### src/scil_defs.svh
`ifndef SCIL_DEFS_SVH
`define SCIL_DEFS_SVH

// register byte offsets
`define SCIL_OFS_ENABLE   8'h18
`define SCIL_OFS_STATUS   8'h1C
`define SCIL_OFS_SEQCTL   8'h40

// flag layout, shared by enable and status
`define SCIL_FLAG_W       11
`define SCIL_ENABLE_RST   11'h000
`define SCIL_STATUS_RST   11'h002
`define SCIL_W1C_MASK     11'h5F8
`define SCIL_BIT_CONV     10
`define SCIL_BIT_RXTO     9
`define SCIL_BIT_SEQ      8
`define SCIL_BIT_CD       7
`define SCIL_BIT_GT       6
`define SCIL_BIT_TMR_HI   5
`define SCIL_BIT_TMR_LO   3
`define SCIL_BIT_TERR     2
`define SCIL_BIT_TXE      1
`define SCIL_BIT_RXL      0

// sequence control layout
`define SCIL_SEQ_W        3
`define SCIL_SEQ_START_HI 2
`define SCIL_SEQ_GUARD    3

// legal initial convention characters
`define SCIL_TS_DIRECT    8'h3B
`define SCIL_TS_INVERSE   8'h3F

// time-out counter fires when it stands at this value
`define SCIL_TO_FIRE      9'h001

`define SCIL_RESP_OKAY    2'h0
`define SCIL_RESP_SLVERR  2'h2

`endif

### src/scil_pkg.sv
package scil_pkg;

  // the seven transfer error sources
  typedef struct packed {
    logic rxBreak;
    logic rxFrameError;
    logic rxParityError;
    logic rxOverflow;
    logic txOverflow;
    logic rxRetryLimit;
    logic txRetryLimit;
  } scil_err_t;

  // one register write as seen by the register file
  typedef struct packed {
    logic        en;
    logic [7:0]  addr;
    logic [31:0] data;
    logic [3:0]  strb;
  } scil_wr_t;

  typedef enum logic [1:0] {
    WR_COLLECT,
    WR_RESPOND
  } scil_wr_state_t;

endpackage : scil_pkg

### src/scil_irq_top.sv
// Notes on behaviour
// - eleven enable bits, one per source
// - enables reset to zero, upper bits reserved
// - status resets with only transmit-empty set
// - bad convention character sets sticky flag
// - time-out flag clears once buffer drained
// - one sequence-end flag, write one clears
// - sequence finish clears start, sets flag
// - card insert or removal sets sticky flag
// - guard flag set only while guard function on
// - three timer flags, write one clears
// - transfer error is OR of seven
// - transmit-empty cleared by holding port write
// - receive level flag tracks trigger level
// - time-out counter restarts on each byte
//
// The AXI4-Lite register port is this design's own decision.
`timescale 1ns/100ps
`include "scil_defs.svh"

module scil_irq_top #(
  parameter int ADDR_W = 8,
  parameter int TO_W   = 9
) (
  input  wire logic                mclk,
  input  wire logic                rst,
  input  wire logic                clkEn,
  input  wire logic [ADDR_W-1:0]   s_axi_awaddr,
  input  wire logic                s_axi_awvalid,
  output logic                     s_axi_awready,
  input  wire logic [31:0]         s_axi_wdata,
  input  wire logic [3:0]          s_axi_wstrb,
  input  wire logic                s_axi_wvalid,
  output logic                     s_axi_wready,
  output logic [1:0]               s_axi_bresp,
  output logic                     s_axi_bvalid,
  input  wire logic                s_axi_bready,
  input  wire logic [ADDR_W-1:0]   s_axi_araddr,
  input  wire logic                s_axi_arvalid,
  output logic                     s_axi_arready,
  output logic [31:0]              s_axi_rdata,
  output logic [1:0]               s_axi_rresp,
  output logic                     s_axi_rvalid,
  input  wire logic                s_axi_rready,
  input  wire logic                convCharValid,
  input  wire logic [7:0]          convChar,
  input  wire logic                cardInserted,
  input  wire logic                cardRemoved,
  input  wire logic                guardTimeEvent,
  input  wire logic [2:0]          timerEvent,
  input  wire scil_pkg::scil_err_t errFlags,
  input  wire logic                txEmpty,
  input  wire logic                txHoldWrite,
  input  wire logic                rxByteIn,
  input  wire logic                rxBufRead,
  input  wire logic [2:0]          rxCount,
  input  wire logic [1:0]          rxTriggerLevel,
  input  wire logic [TO_W-1:0]     rxTimeoutValue,
  input  wire logic                etuTick,
  input  wire logic [2:0]          seqDone,
  output logic [2:0]               seqStart,
  output logic                     rxGuardOn,
  output logic                     irq
);

  localparam int FW = `SCIL_FLAG_W;

  scil_pkg::scil_wr_t wrReq;
  logic [FW-1:0]      enable_r;
  logic [FW-1:0]      flags_r;
  logic [FW-1:0]      flags_nxt;
  logic [FW-1:0]      flagSet;
  logic [FW-1:0]      flagClr;
  logic [2:0]         seqStart_r;
  logic               guardOn_r;
  logic               insPrev_r;
  logic               remPrev_r;
  logic               txePrev_r;
  logic               toPulse;
  logic [31:0]        laneMask;
  logic [31:0]        wrBits;
  logic               wrEnable;
  logic               wrStatus;
  logic               wrSeq;
  logic               wrErr;
  logic               rdErr;
  logic [31:0]        rdData;
  logic               convBad;
  logic               cardEdge;
  logic [2:0]         rxThreshold;
  logic               rxReached;

  function automatic logic isMapped(input logic [7:0] a);
    isMapped = (a == `SCIL_OFS_ENABLE) | (a == `SCIL_OFS_STATUS) | (a == `SCIL_OFS_SEQCTL);
  endfunction : isMapped

  function automatic logic [31:0] strbToMask(input logic [3:0] s);
    strbToMask = {{8{s[3]}}, {8{s[2]}}, {8{s[1]}}, {8{s[0]}}};
  endfunction : strbToMask

  // ----------------------------------------------------------------
  // bus slave and time-out counter
  // ----------------------------------------------------------------
  scil_axil_slave #(
    .ADDR_W (ADDR_W)
  ) u_bus (
    .mclk          (mclk),
    .rst           (rst),
    .clkEn         (clkEn),
    .s_axi_awaddr  (s_axi_awaddr),
    .s_axi_awvalid (s_axi_awvalid),
    .s_axi_awready (s_axi_awready),
    .s_axi_wdata   (s_axi_wdata),
    .s_axi_wstrb   (s_axi_wstrb),
    .s_axi_wvalid  (s_axi_wvalid),
    .s_axi_wready  (s_axi_wready),
    .s_axi_bresp   (s_axi_bresp),
    .s_axi_bvalid  (s_axi_bvalid),
    .s_axi_bready  (s_axi_bready),
    .s_axi_araddr  (s_axi_araddr),
    .s_axi_arvalid (s_axi_arvalid),
    .s_axi_arready (s_axi_arready),
    .s_axi_rdata   (s_axi_rdata),
    .s_axi_rresp   (s_axi_rresp),
    .s_axi_rvalid  (s_axi_rvalid),
    .s_axi_rready  (s_axi_rready),
    .wrReq         (wrReq),
    .wrErr         (wrErr),
    .rdData        (rdData),
    .rdErr         (rdErr)
  );

  scil_rx_timeout #(
    .CNT_W (TO_W)
  ) u_rxto (
    .mclk         (mclk),
    .rst          (rst),
    .clkEn        (clkEn),
    .rxByteIn     (rxByteIn),
    .rxBufRead    (rxBufRead),
    .etuTick      (etuTick),
    .timeoutValue (rxTimeoutValue),
    .timeoutPulse (toPulse)
  );

  // ----------------------------------------------------------------
  // address decode
  // ----------------------------------------------------------------
  assign wrErr    = ~isMapped(wrReq.addr);
  assign rdErr    = ~isMapped(8'(s_axi_araddr));
  assign laneMask = strbToMask(wrReq.strb);
  assign wrBits   = wrReq.data & laneMask;
  assign wrEnable = wrReq.en & (wrReq.addr == `SCIL_OFS_ENABLE);
  assign wrStatus = wrReq.en & (wrReq.addr == `SCIL_OFS_STATUS);
  assign wrSeq    = wrReq.en & (wrReq.addr == `SCIL_OFS_SEQCTL);

  assign rdData = (8'(s_axi_araddr) == `SCIL_OFS_ENABLE) ? {{(32-FW){1'b0}}, enable_r} :
                  (8'(s_axi_araddr) == `SCIL_OFS_STATUS) ? {{(32-FW){1'b0}}, flags_r} :
                  (8'(s_axi_araddr) == `SCIL_OFS_SEQCTL) ? {28'h0000000, guardOn_r, seqStart_r} :
                  32'h00000000;

  // ----------------------------------------------------------------
  // event sources
  // ----------------------------------------------------------------
  // convention character check
  assign convBad     = convCharValid & (convChar != `SCIL_TS_DIRECT) & (convChar != `SCIL_TS_INVERSE);
  assign cardEdge    = (cardInserted & ~insPrev_r) | (cardRemoved & ~remPrev_r);
  // trigger level is field plus one
  assign rxThreshold = {1'b0, rxTriggerLevel} + 3'h1;
  assign rxReached   = (rxCount >= rxThreshold);

  always_comb begin
    flagSet                                     = '0;
    flagSet[`SCIL_BIT_CONV]                     = convBad;
    flagSet[`SCIL_BIT_RXTO]                     = toPulse;
    flagSet[`SCIL_BIT_SEQ]                      = |seqDone;
    flagSet[`SCIL_BIT_CD]                       = cardEdge;
    // guard event gated by function enable
    flagSet[`SCIL_BIT_GT]                       = guardTimeEvent & guardOn_r;
    flagSet[`SCIL_BIT_TMR_HI:`SCIL_BIT_TMR_LO]  = timerEvent;
    flagSet[`SCIL_BIT_TXE]                      = txEmpty & ~txePrev_r;
  end

  // only ones in sticky positions clear
  assign flagClr = wrStatus ? (wrBits[FW-1:0] & `SCIL_W1C_MASK) : '0;

  always_comb begin
    // sticky flags, set wins over clear
    flags_nxt                = (flags_r & ~flagClr) | flagSet;
    flags_nxt[`SCIL_BIT_RXTO] = toPulse | (flags_r[`SCIL_BIT_RXTO] & (rxCount != 3'h0));
    // live OR of the error sources
    flags_nxt[`SCIL_BIT_TERR] = |errFlags;
    flags_nxt[`SCIL_BIT_TXE]  = flagSet[`SCIL_BIT_TXE] | (flags_r[`SCIL_BIT_TXE] & ~txHoldWrite);
    flags_nxt[`SCIL_BIT_RXL]  = rxReached;
  end

  // ----------------------------------------------------------------
  // registers
  // ----------------------------------------------------------------
  always_ff @(posedge mclk or posedge rst) begin
    if (rst) begin
      enable_r <= `SCIL_ENABLE_RST;
      flags_r  <= `SCIL_STATUS_RST;
    end else if (clkEn) begin
      if (wrEnable) begin
        enable_r <= (enable_r & ~laneMask[FW-1:0]) | wrBits[FW-1:0];
      end
      flags_r <= flags_nxt;
    end
  end

  always_ff @(posedge mclk or posedge rst) begin
    if (rst) begin
      seqStart_r <= '0;
      guardOn_r  <= 1'b0;
      insPrev_r  <= 1'b0;
      remPrev_r  <= 1'b0;
      txePrev_r  <= 1'b1;
    end else if (clkEn) begin
      // finish clears start, new request wins
      seqStart_r <= (seqStart_r & ~seqDone) | (wrSeq ? wrBits[`SCIL_SEQ_START_HI:0] : 3'h0);
      if (wrSeq & laneMask[`SCIL_SEQ_GUARD]) begin
        guardOn_r <= wrReq.data[`SCIL_SEQ_GUARD];
      end
      insPrev_r <= cardInserted;
      remPrev_r <= cardRemoved;
      txePrev_r <= txEmpty;
    end
  end

  assign seqStart  = seqStart_r;
  assign rxGuardOn = guardOn_r;
  // level request from flags and enables
  assign irq       = |(flags_r & enable_r);
endmodule : scil_irq_top

### src/scil_axil_slave.sv
`timescale 1ns/100ps
`include "scil_defs.svh"

module scil_axil_slave #(
  parameter int ADDR_W = 8
) (
  input  wire logic              mclk,
  input  wire logic              rst,
  input  wire logic              clkEn,
  input  wire logic [ADDR_W-1:0] s_axi_awaddr,
  input  wire logic              s_axi_awvalid,
  output logic                   s_axi_awready,
  input  wire logic [31:0]       s_axi_wdata,
  input  wire logic [3:0]        s_axi_wstrb,
  input  wire logic              s_axi_wvalid,
  output logic                   s_axi_wready,
  output logic [1:0]             s_axi_bresp,
  output logic                   s_axi_bvalid,
  input  wire logic              s_axi_bready,
  input  wire logic [ADDR_W-1:0] s_axi_araddr,
  input  wire logic              s_axi_arvalid,
  output logic                   s_axi_arready,
  output logic [31:0]            s_axi_rdata,
  output logic [1:0]             s_axi_rresp,
  output logic                   s_axi_rvalid,
  input  wire logic              s_axi_rready,
  output scil_pkg::scil_wr_t     wrReq,
  input  wire logic              wrErr,
  input  wire logic [31:0]       rdData,
  input  wire logic              rdErr
);

  scil_pkg::scil_wr_state_t state_r;
  logic                     awHeld_r;
  logic                     wHeld_r;
  logic [ADDR_W-1:0]        awAddr_r;
  logic [31:0]              wData_r;
  logic [3:0]               wStrb_r;
  logic                     awTake;
  logic                     wTake;
  logic                     haveAw;
  logic                     haveW;
  logic                     doWrite;
  logic                     arTake;

  // --------------------------------------------------------------
  // write channel: address and data taken in either order
  // --------------------------------------------------------------
  assign s_axi_awready = clkEn & (state_r == scil_pkg::WR_COLLECT) & ~awHeld_r;
  assign s_axi_wready  = clkEn & (state_r == scil_pkg::WR_COLLECT) & ~wHeld_r;
  assign s_axi_bvalid  = (state_r == scil_pkg::WR_RESPOND);
  assign awTake        = s_axi_awvalid & s_axi_awready;
  assign wTake         = s_axi_wvalid & s_axi_wready;
  assign haveAw        = awHeld_r | awTake;
  assign haveW         = wHeld_r | wTake;
  assign doWrite       = clkEn & (state_r == scil_pkg::WR_COLLECT) & haveAw & haveW;
  assign wrReq.en      = doWrite;
  assign wrReq.addr    = 8'(awHeld_r ? awAddr_r : s_axi_awaddr);
  assign wrReq.data    = wHeld_r ? wData_r : s_axi_wdata;
  assign wrReq.strb    = wHeld_r ? wStrb_r : s_axi_wstrb;

  always_ff @(posedge mclk or posedge rst) begin
    if (rst) begin
      state_r     <= scil_pkg::WR_COLLECT;
      awHeld_r    <= 1'b0;
      wHeld_r     <= 1'b0;
      awAddr_r    <= '0;
      wData_r     <= '0;
      wStrb_r     <= '0;
      s_axi_bresp <= `SCIL_RESP_OKAY;
    end else if (clkEn) begin
      case (state_r)
        scil_pkg::WR_COLLECT: begin
          if (doWrite) begin
            state_r     <= scil_pkg::WR_RESPOND;
            awHeld_r    <= 1'b0;
            wHeld_r     <= 1'b0;
            s_axi_bresp <= wrErr ? `SCIL_RESP_SLVERR : `SCIL_RESP_OKAY;
          end else begin
            if (awTake) begin
              awHeld_r <= 1'b1;
              awAddr_r <= s_axi_awaddr;
            end
            if (wTake) begin
              wHeld_r <= 1'b1;
              wData_r <= s_axi_wdata;
              wStrb_r <= s_axi_wstrb;
            end
          end
        end
        scil_pkg::WR_RESPOND: begin
          if (s_axi_bready) begin
            state_r <= scil_pkg::WR_COLLECT;
          end
        end
        default: state_r <= scil_pkg::WR_COLLECT;
      endcase
    end
  end

  // --------------------------------------------------------------
  // read channel: one read at a time, data one cycle after address
  // --------------------------------------------------------------
  assign s_axi_arready = clkEn & ~s_axi_rvalid;
  assign arTake        = s_axi_arvalid & s_axi_arready;

  always_ff @(posedge mclk or posedge rst) begin
    if (rst) begin
      s_axi_rvalid <= 1'b0;
      s_axi_rdata  <= '0;
      s_axi_rresp  <= `SCIL_RESP_OKAY;
    end else if (clkEn) begin
      if (arTake) begin
        s_axi_rvalid <= 1'b1;
        s_axi_rdata  <= rdData;
        s_axi_rresp  <= rdErr ? `SCIL_RESP_SLVERR : `SCIL_RESP_OKAY;
      end else if (s_axi_rready) begin
        s_axi_rvalid <= 1'b0;
      end
    end
  end

endmodule : scil_axil_slave

### src/scil_rx_timeout.sv
`timescale 1ns/100ps
`include "scil_defs.svh"

module scil_rx_timeout #(
  parameter int CNT_W = 9
) (
  input  wire logic             mclk,
  input  wire logic             rst,
  input  wire logic             clkEn,
  input  wire logic             rxByteIn,
  input  wire logic             rxBufRead,
  input  wire logic             etuTick,
  input  wire logic [CNT_W-1:0] timeoutValue,
  output logic                  timeoutPulse
);

  logic [CNT_W-1:0] cnt_r;
  logic             armed_r;
  logic             restart;
  logic             fire;

  assign restart = rxByteIn | (rxBufRead & armed_r);
  assign fire    = armed_r & etuTick & (cnt_r <= CNT_W'(`SCIL_TO_FIRE));

  always_ff @(posedge mclk or posedge rst) begin
    if (rst) begin
      cnt_r        <= '0;
      armed_r      <= 1'b0;
      timeoutPulse <= 1'b0;
    end else if (clkEn) begin
      timeoutPulse <= fire & ~restart;
      if (restart) begin
        cnt_r   <= timeoutValue;
        armed_r <= (timeoutValue != '0);
      end else if (fire) begin
        armed_r <= 1'b0;
      end else if (armed_r & etuTick) begin
        cnt_r <= cnt_r - CNT_W'(1);
      end
    end
  end
endmodule : scil_rx_timeout

### config.mk
export PLATFORM = sky130hd
export DESIGN_NAME = scil_irq_top
export DESIGN_NICKNAME = d
export VERILOG_FILES = /design/src/scil_pkg.sv /design/src/scil_irq_top.sv /design/src/scil_axil_slave.sv /design/src/scil_rx_timeout.sv
export VERILOG_INCLUDE_DIRS = /design/src /design/src/src
export SDC_FILE = /design/constraint.sdc
export NUM_CORES = 1
export LEC_CHECK = 0
export ABC_CLOCK_PERIOD_IN_PS = 2200
export BUFFER_PORTS_ARGS = -buffer_cell sky130_fd_sc_hd__buf_4
export CELL_PAD_IN_SITES_DETAIL_PLACEMENT = 0
export CELL_PAD_IN_SITES_GLOBAL_PLACEMENT = 1
export CORE_ASPECT_RATIO = 1.2
export CORE_MARGIN = 2
export CORE_UTILIZATION = 39
export CTS_CLUSTER_DIAMETER = 80
export DETAILED_ROUTE_END_ITERATION = 6
export PLACE_DENSITY_LB_ADDON = 0.12
export SLEW_MARGIN = 20
export SYNTH_ARGS = -nofsm -noshare
export SYNTH_HDL_FRONTEND = slang
export SYNTH_HIERARCHICAL = 1
export SYNTH_SLANG_ARGS = --single-unit
### constraint.sdc
create_clock -name mclk -period 2.2 [get_ports mclk]
set_input_delay 0 -clock mclk [delete_from_list [all_inputs] [get_ports mclk]]
set_output_delay 0 -clock mclk [all_outputs]
set_load 0.02 [all_outputs]
Word-level counts from Yosys, hierarchy flattened:

Index checks and enable logic that the tools add are counted.

* bits of input ports: 104
* output and inout port bits: 46
* flip-flop bits (word level): 102

* eq/ne operators: 12
* order comparisons: 2
* mux-type cells: 24
* bitwise operators: 55
* add/subtract/negate cells: 2
* reduce and logical (&&, ||, !) cells: 23

Operators by type and width (count)
* $and A11 B11 Y11: 4
* $mux W11: 4
* $eq A8 B5 Y1 const B: 4
* $mux W9: 3
* $and A1 B1 Y1: 25
* $not A11 Y11: 2
* $or A11 B11 Y11: 2
* $eq A8 B7 Y1 const B: 2
* $ne A8 B6 Y1 const B: 2
* $reduce_and A3 Y1: 5
* $reduce_or A11 Y1: 1
* $mux W2: 5
* $or A1 B1 Y1: 10
* $reduce_and A2 Y1: 5
* $reduce_bool A2 Y1: 5
* $le A9 B1 Y1 const B: 1
* $not A1 Y1: 9
* $reduce_bool A9 Y1: 1
* $sub A9 B1 Y9 const B: 1
* $mux W1: 8
* $mux W8: 1
* $reduce_and A4 Y1: 2
* $reduce_or A7 Y1: 1
* $ne A2 B1 Y1 const B: 3
* 12 further kinds: 12

Logic depth before layout (Yosys ltp):

Gate-level depths: netlist of the first run.

* depth in word-level cells: 12
* gate-level depth with buffers: 7
* gate-level depth less buffers: 6

Modules after synthesis:

The synthesis of the first run kept the hierarchy.

Modules (own cells, without submodules)
* scil_axil_slave: cells each 242, area an instance 3778.6 um2, instances 1
* scil_irq_top: cells each 164, area an instance 1671.6 um2, instances 1
* scil_rx_timeout: cells each 83, area an instance 713.2 um2, instances 1

Least setup slack after synthesis of the first run:

Ideal clock, no wire load.

* path type: register -> register
* from: register u_bus.awHeld_r
* to: register (tool-made name)
* arrival time: 2.095 ns
* required time: 2.075 ns
* stages on the path, launching flop included: 7
* period minus slack after synthesis: 2.219 ns
* library setup time: 0.125 ns
* path slack: -0.019 ns
* path through: dfrtp_1 buf_4 mux2_2 nor4_4 nand3_2 nor3_4 mux2_2

RTL lines
* start: declaration: line scil_axil_slave.sv:34 `logic awHeld_r;`
* start signal: assignment: line scil_axil_slave.sv:65 `awHeld_r <= 1'b0;`
* start signal: assignment: line scil_axil_slave.sv:76 `awHeld_r <= 1'b0;`
* start signal: assignment: line scil_axil_slave.sv:81 `awHeld_r <= 1'b1;`

==> reports/metrics.cfg, run 1 <==
[status]
outcome=completed

[sta]
post-route-period-util_pct=97.1
maxClockFrequency_ghz=0.468
hold_violations=0
worst_pin_slew_ns=0.662
setup_viol=0
drv_slew=0
holdWs_ns=0.00206
clock_skew_ns=0.00436
setup-tns-final_ns=0
min_period_ns=2.14
slew_headroom_pct=55.8

[synth]
avgSynthCellArea_um2=11.9
yosys_warnings=6
syn_area_um2=4990
syn_inst=419

[setup_path]
r2r_end=rxGuardOn$_DFFE_PP0P_
reg2reg_depth=5
crit_type=reg2reg
worst-path-max-fanout=6
required_ns=2.43
reg2reg_from=u_bus/awHeld_r$_DFFE_PP0P_
endpoint_kind=register
r2r_setup_slack_ns=0.06
cp-start-kind=register
cp.arrival_ns=2.36

[route]
via_count=3944
drc_errors=0
avgViaCountPerCell=5.00
avgRoutedWirePerCell_um=15.4
drtPass1Iterations=4
wl_um=12200
antenna_left=0
drt-initial-drc-count=142

[clock_network]
numClockSinks=99
root_buffer=clkbuf_16
cts_tree=built
clk_pin_slew_ns=0.07
clk_path_buf_depth=2
numCtsBuffers=9
clk_latency_ns=0.34
htreeDepth=3

[power_and_ir_drop]
internal_power_uw=4450
powerDensity_nw_per_um2=904
clock_power_share_pct=27.4
leakagePower_uw=0.00336
vdd_drop_max_mv=0.585
comb_power_share_pct=33.3
switchingPower_uw=1940
p_seq_share_pct=39.4
switching_share_pct=30.4

[placed_design]
hpwlAfterDp_um=9020
routabilityCongestion=0.855
port_buffers=123

[finish]
fill_cells=1106
final_common_cell=buf_4
drive_above_1_share_pct=42.4
layout_common_cells=136 x buf_4, 96 x dfrtp_1, 77 x mux2_2
n_antenna_cell=0
finalNetCount=730
area_growth_pct=41.6

[global_route]
grt_util_all_layers_pct=18.5
grt_pass1_wl_um=20000
grt_overflow=0
grt_start_max_net_pins=35
grt_pass1_vias=4000
antenna_found_initial=0

[worst_hold_path]
hp-start=rxTimeoutValue[6]
hold_path_class=in2reg
hold_depth=3
hold_end=u_rxto/cnt_r[6]$_DFFE_PP0P_

[flow_run]
drv_cap=0

[die]
dieArea_um2=13700
core_area_um2=12600
rows=45
start_util_pct=39.8
die_w_um=107
ios=150
dieHeight_um=128

[critical path, stage by stage (launching register included)]
cell     delay [ns]
dfrtp_2        0.42
buf_4          0.12
mux2_2         0.35
or4b_4         0.57
nor3_4         0.21
mux2_2         0.35
[worst max path at each step]
| stage | endpoint | depth (start not counted) | startpoint | slack [ns] |
|---|---|---|---|---|
| CTS | register | 6 | u_bus/awHeld_r$_DFFE_PP0P_ | 0.03 |
| global route | rxGuardOn$_DFFE_PP0P_ | 5 | u_bus/awHeld_r$_DFFE_PP0P_ | -0.007 |
| floorplan | register | 6 | u_bus/awHeld_r$_DFFE_PP0P_ | -0.01 |
| detailed placement | register | 6 | u_bus/awHeld_r$_DFFE_PP0P_ | -0.04 |
| global placement | register | 6 | u_bus/awHeld_r$_DFFE_PP0P_ | 0.03 |
| finish | rxGuardOn$_DFFE_PP0P_ | 5 | u_bus/awHeld_r$_DFFE_PP0P_ | 0.06 |
[metal layers]
layer	global-route usage, %	part of all wire, %	up-vias
met5	0	0	-
met4	5.35	1.0	0
met3	2.85	4.0	7
met2	32.5	52	110
met1	23.6	43	1929
li1	-	-	1898
[metrics by stage]
| step | std cells | util [%] | worst slack [ns] | total power, uW | instance area (um2) |
|---|---|---|---|---|---|
| after floorplan | 440 | - | -0.0113 | 3870 | 5080 |
| after global placement | 719 | 49.3 | 0.0250 | 4500 | 6200 |
| after detailed placement | 719 | 49.3 | -0.0391 | 4560 | 6200 |
| after CTS | 786 | 56.1 | 0.0305 | 6410 | 7040 |
| after global routing | 789 | 56.3 | -0.00655 | 6760 | 7070 |
| final | 789 | 56.3 | 0.0637 | 6390 | 7070 |
[final cells by class]
cell class                 count  area (um2)  area share, %
tap                          164         205           2.90
inverter                      14        52.6          0.743
clock inverter                 6        96.3           1.36
clock buffer                  10         239           3.38
timing repair buffer         190        1580           22.4
multi-input combinational    306        2420           34.2
sequential                    99        2480           35.1
[timing repair]
item	4_1_cts	5_1_grt
hold buffers	51	0
resized for setup	1	4
buffers inserted	0	3
pin swaps	0	1
endpoints found under the hold margin	96	0
endpoints found under the setup margin	9	11
[power groups by stage]
stage	clock, uW	combinational [uW]	sequential (uW)
after floorplan	0	1230	2640
after global placement	0	1970	2540
after detailed placement	0	2000	2550
after CTS	1800	2080	2530
after global routing	1880	2300	2570
final	1750	2130	2520
(Power assumes the default switching activity.)
==> run 2: changes to the inputs <==
--- a/config.mk
+++ b/config.mk
@@ -14,7 +14,7 @@
 export CORE_MARGIN = 2
 export CORE_UTILIZATION = 39
-export CTS_CLUSTER_DIAMETER = 80
 export DETAILED_ROUTE_END_ITERATION = 6
 export PLACE_DENSITY_LB_ADDON = 0.12
+export REMOVE_ABC_BUFFERS = 1
 export SLEW_MARGIN = 20
 export SYNTH_ARGS = -nofsm -noshare
==> constraint.sdc (replaced) <==
create_clock -name mclk -period 2.2 [get_ports mclk]
set_input_delay 0 -clock mclk [delete_from_list [all_inputs] [get_ports mclk]]
set_output_delay 0 -clock mclk [all_outputs]
set_load 0.1 [all_outputs]
==> run 2 against run 1 <==
Against the previous run: clock power hardly changed; die area unchanged; first-iteration DRC count rose by 15%; largest cell class unchanged; sequential share of layout area is 0.63 points lower; setup slack got worse by 0.081 ns; utilization up 1.0 points; critical endpoint unchanged; clock-buffer cell count is 1 lower; the run now ends with setup timing left; power up 17%; combinational power is 51% higher; flip-flop and latch count stayed put.
==> reports/metrics.cfg, run 2 (same netlist as run 1, synthesis figures left out) <==
[flow_run]
drv_cap=0  ; unchanged

[clock_network]
htreeDepth=3  ; unchanged
clk_pin_slew_ns=0.07  ; about the same
root_buffer=clkbuf_16
numCtsBuffers=9  ; unchanged
numClockSinks=99  ; unchanged
clk_latency_ns=0.34  ; about the same
clk_path_buf_depth=2  ; unchanged
cts_tree=built

[setup_path]
r2r_end=rxGuardOn$_DFFE_PP0P_
endpoint=rxGuardOn$_DFFE_PP0P_
r2r_setup_slack_ns=-0.02  ; -0.08 ns
cp_top_family=simple AND/OR/NAND/NOR gates
cp.arrival_ns=2.44  ; +0.08 ns
crit_path_frequent_cell=mux2_4
crit_type=reg2reg
startpoint=u_bus/awHeld_r$_DFFE_PP0P_
max_stage_delay_ns=0.56  ; about the same
crit_chain=buf_4 > buf_6 > mux2_4 > or4b_4 > nor3_4 > mux2_4
path_buf_inv=2  ; +1
worst-path-max-fanout=4  ; -2
reg2reg_from=u_bus/awHeld_r$_DFFE_PP0P_
cp_slowest_cell=or4b_4
reg2reg_depth=6  ; +1
endpoint_kind=register
worst-path-stages=6  ; +1
required_ns=2.42  ; about the same
cp-start-kind=register

[sta]
setup_ws_ns=-0.0169  ; -0.0805 ns
worst_pin_slew_ns=0.582  ; -0.0804 ns
setup_viol=1  ; +1
setup-tns-final_ns=-0.0169  ; -0.0169 ns
clock_skew_ns=0.0114  ; +0.00702 ns
grt_setup_unrepaired=yes
hold_violations=0  ; unchanged
maxClockFrequency_ghz=0.451  ; -3.6%
drv_slew=0  ; unchanged
post-route-period-util_pct=101  ; +3.7 points
holdWs_ns=0.00709  ; +0.00503 ns
slew_headroom_pct=60.9  ; +5.1 points
min_period_ns=2.22  ; +0.0805 ns

[global_route]
grt_start_max_net_pins=39  ; +11%
grt_pass1_wl_um=21000  ; +4.6%
grt_overflow=0  ; unchanged
grt_util_all_layers_pct=19.4  ; +0.91 points
grt_pass1_vias=4192  ; +4.8%
antenna_found_initial=1  ; +1

[die]
dieHeight_um=128  ; unchanged
dieArea_um2=13700  ; unchanged
start_util_pct=39.8  ; unchanged
ios=150  ; unchanged
core_area_um2=12600  ; unchanged
die_w_um=107  ; unchanged
rows=45  ; unchanged

[power_and_ir_drop]
leakagePower_uw=0.00344  ; +2.1%
finalPower_uw=7470  ; +17%
vdd_drop_max_mv=0.588  ; +0.46%
powerDensity_nw_per_um2=1040  ; +15%

[finish]
finalNetCount=741  ; +1.5%
post-route-util_pct=57.4  ; +1.0 points
final_common_cell=buf_4
regArea_um2=2480  ; unchanged
drive_above_1_share_pct=42.9  ; +0.52 points
fill_cells=1089  ; -1.5%
multiInputGateArea_um2=2460  ; +1.9%
area_growth_pct=44.2
layout_common_cells=143 x buf_4, 96 x dfrtp_1, 65 x mux2_2

[worst_hold_path]
hold_path_class=in2reg

[placed_design]
hpwlAfterDp_um=9350  ; +3.7%
port_buffers=123  ; unchanged
routabilityCongestion=0.843  ; -1.4%

[route]
drc_errors=0  ; unchanged
drtPass1Iterations=4  ; unchanged
avgViaCountPerCell=5.01  ; +0.28%
avgRoutedWirePerCell_um=16.1  ; +4.5%
wl_um=12900  ; +6.0%
drt-initial-drc-count=164  ; +15%
antenna_left=0  ; unchanged
via_count=4015  ; +1.8%

[status]
violations=setup timing
outcome=complete, but fails checks

==> run 2: cell count changes in the layout (fill, tap and decap cells not counted), sizes merged <==
cell,change
diode,+1
buf,+8
inv,+1
clkbuf,-1
dlygate4sd3,+3
==> run 2: through the flow <==
| step | cell area, um2 | setup slack, ns | instances |
|---|---|---|---|
| floorplan | 4940 | -0.551 | 419 |
| global placement | 6230 | 0.0368 | 723 |
| detailed placement | 6230 | -0.0155 | 723 |
| CTS | 7100 | 0.0239 | 793 |
| global route | 7200 | -0.101 | 801 |
| finish | 7200 | -0.0169 | 801 |
==> run 2: per-layer routing <==
layer	track usage, %	vias to the layer above	share of wire [%]
li1	-	1924	-
met1	25.0	1973	44
met2	33.3	104	50
met3	3.15	14	4.1
met4	6.42	0	2.0
met5	0	-	0
==> run 2: what timing repair did <==
action	in CTS	in global routing
pin swaps	0	5
gates resized for setup	4	12
endpoints found under the hold margin	106	0
setup endpoints to repair	9	10
hold buffers	54	0
buffers inserted	0	7
==> run 2: final cells by class <==
| class | count | area share, % |
|---|---|---|
| Clock inverter | 7 | 1.37 |
| Inverter | 14 | 0.730 |
| Tap cell | 164 | 2.85 |
| Timing Repair Buffer | 201 | 23.3 |
| Sequential cell | 99 | 34.4 |
| Multi-Input combinational cell | 306 | 34.2 |
| Antenna cell | 1 | 0.0347 |
| Clock buffer | 9 | 3.13 |
==> run 2: power by group <==
part | internal, uW | leakage [uW] | switching (uW) | total (uW)
Clock | 1010 | 0.000157 | 717 | 1720
Combinational | 1270 | 0.00207 | 1950 | 3220
Sequential | 2240 | 0.00121 | 282 | 2520
==> run 2: worst min path at each step <==
stage                           from                     endpoint  slack [ns]  cells past startpoint
after global routing      rxCount[0]       flags_r[9]$_DFFE_PP0P_        0.03                      4
final                        etuTick   u_rxto/armed_r$_DFFE_PP0P_       0.007                      3
after global placement           rst  u_rxto/cnt_r[7]$_DFFE_PP0P_        0.08                      2
after CTS                    etuTick   u_rxto/armed_r$_DFFE_PP0P_       0.003                      3
after detailed placement         rst  u_rxto/cnt_r[5]$_DFFE_PP0P_        0.07                      2
after floorplan                  rst   u_rxto/armed_r$_DFFE_PP0P_       -0.15                      1
==> run 2: tightest hold or removal path, stage by stage <==
cell and delay [ns]:
buf_4 0.09, and3_1 0.14, o22ai_1 0.07
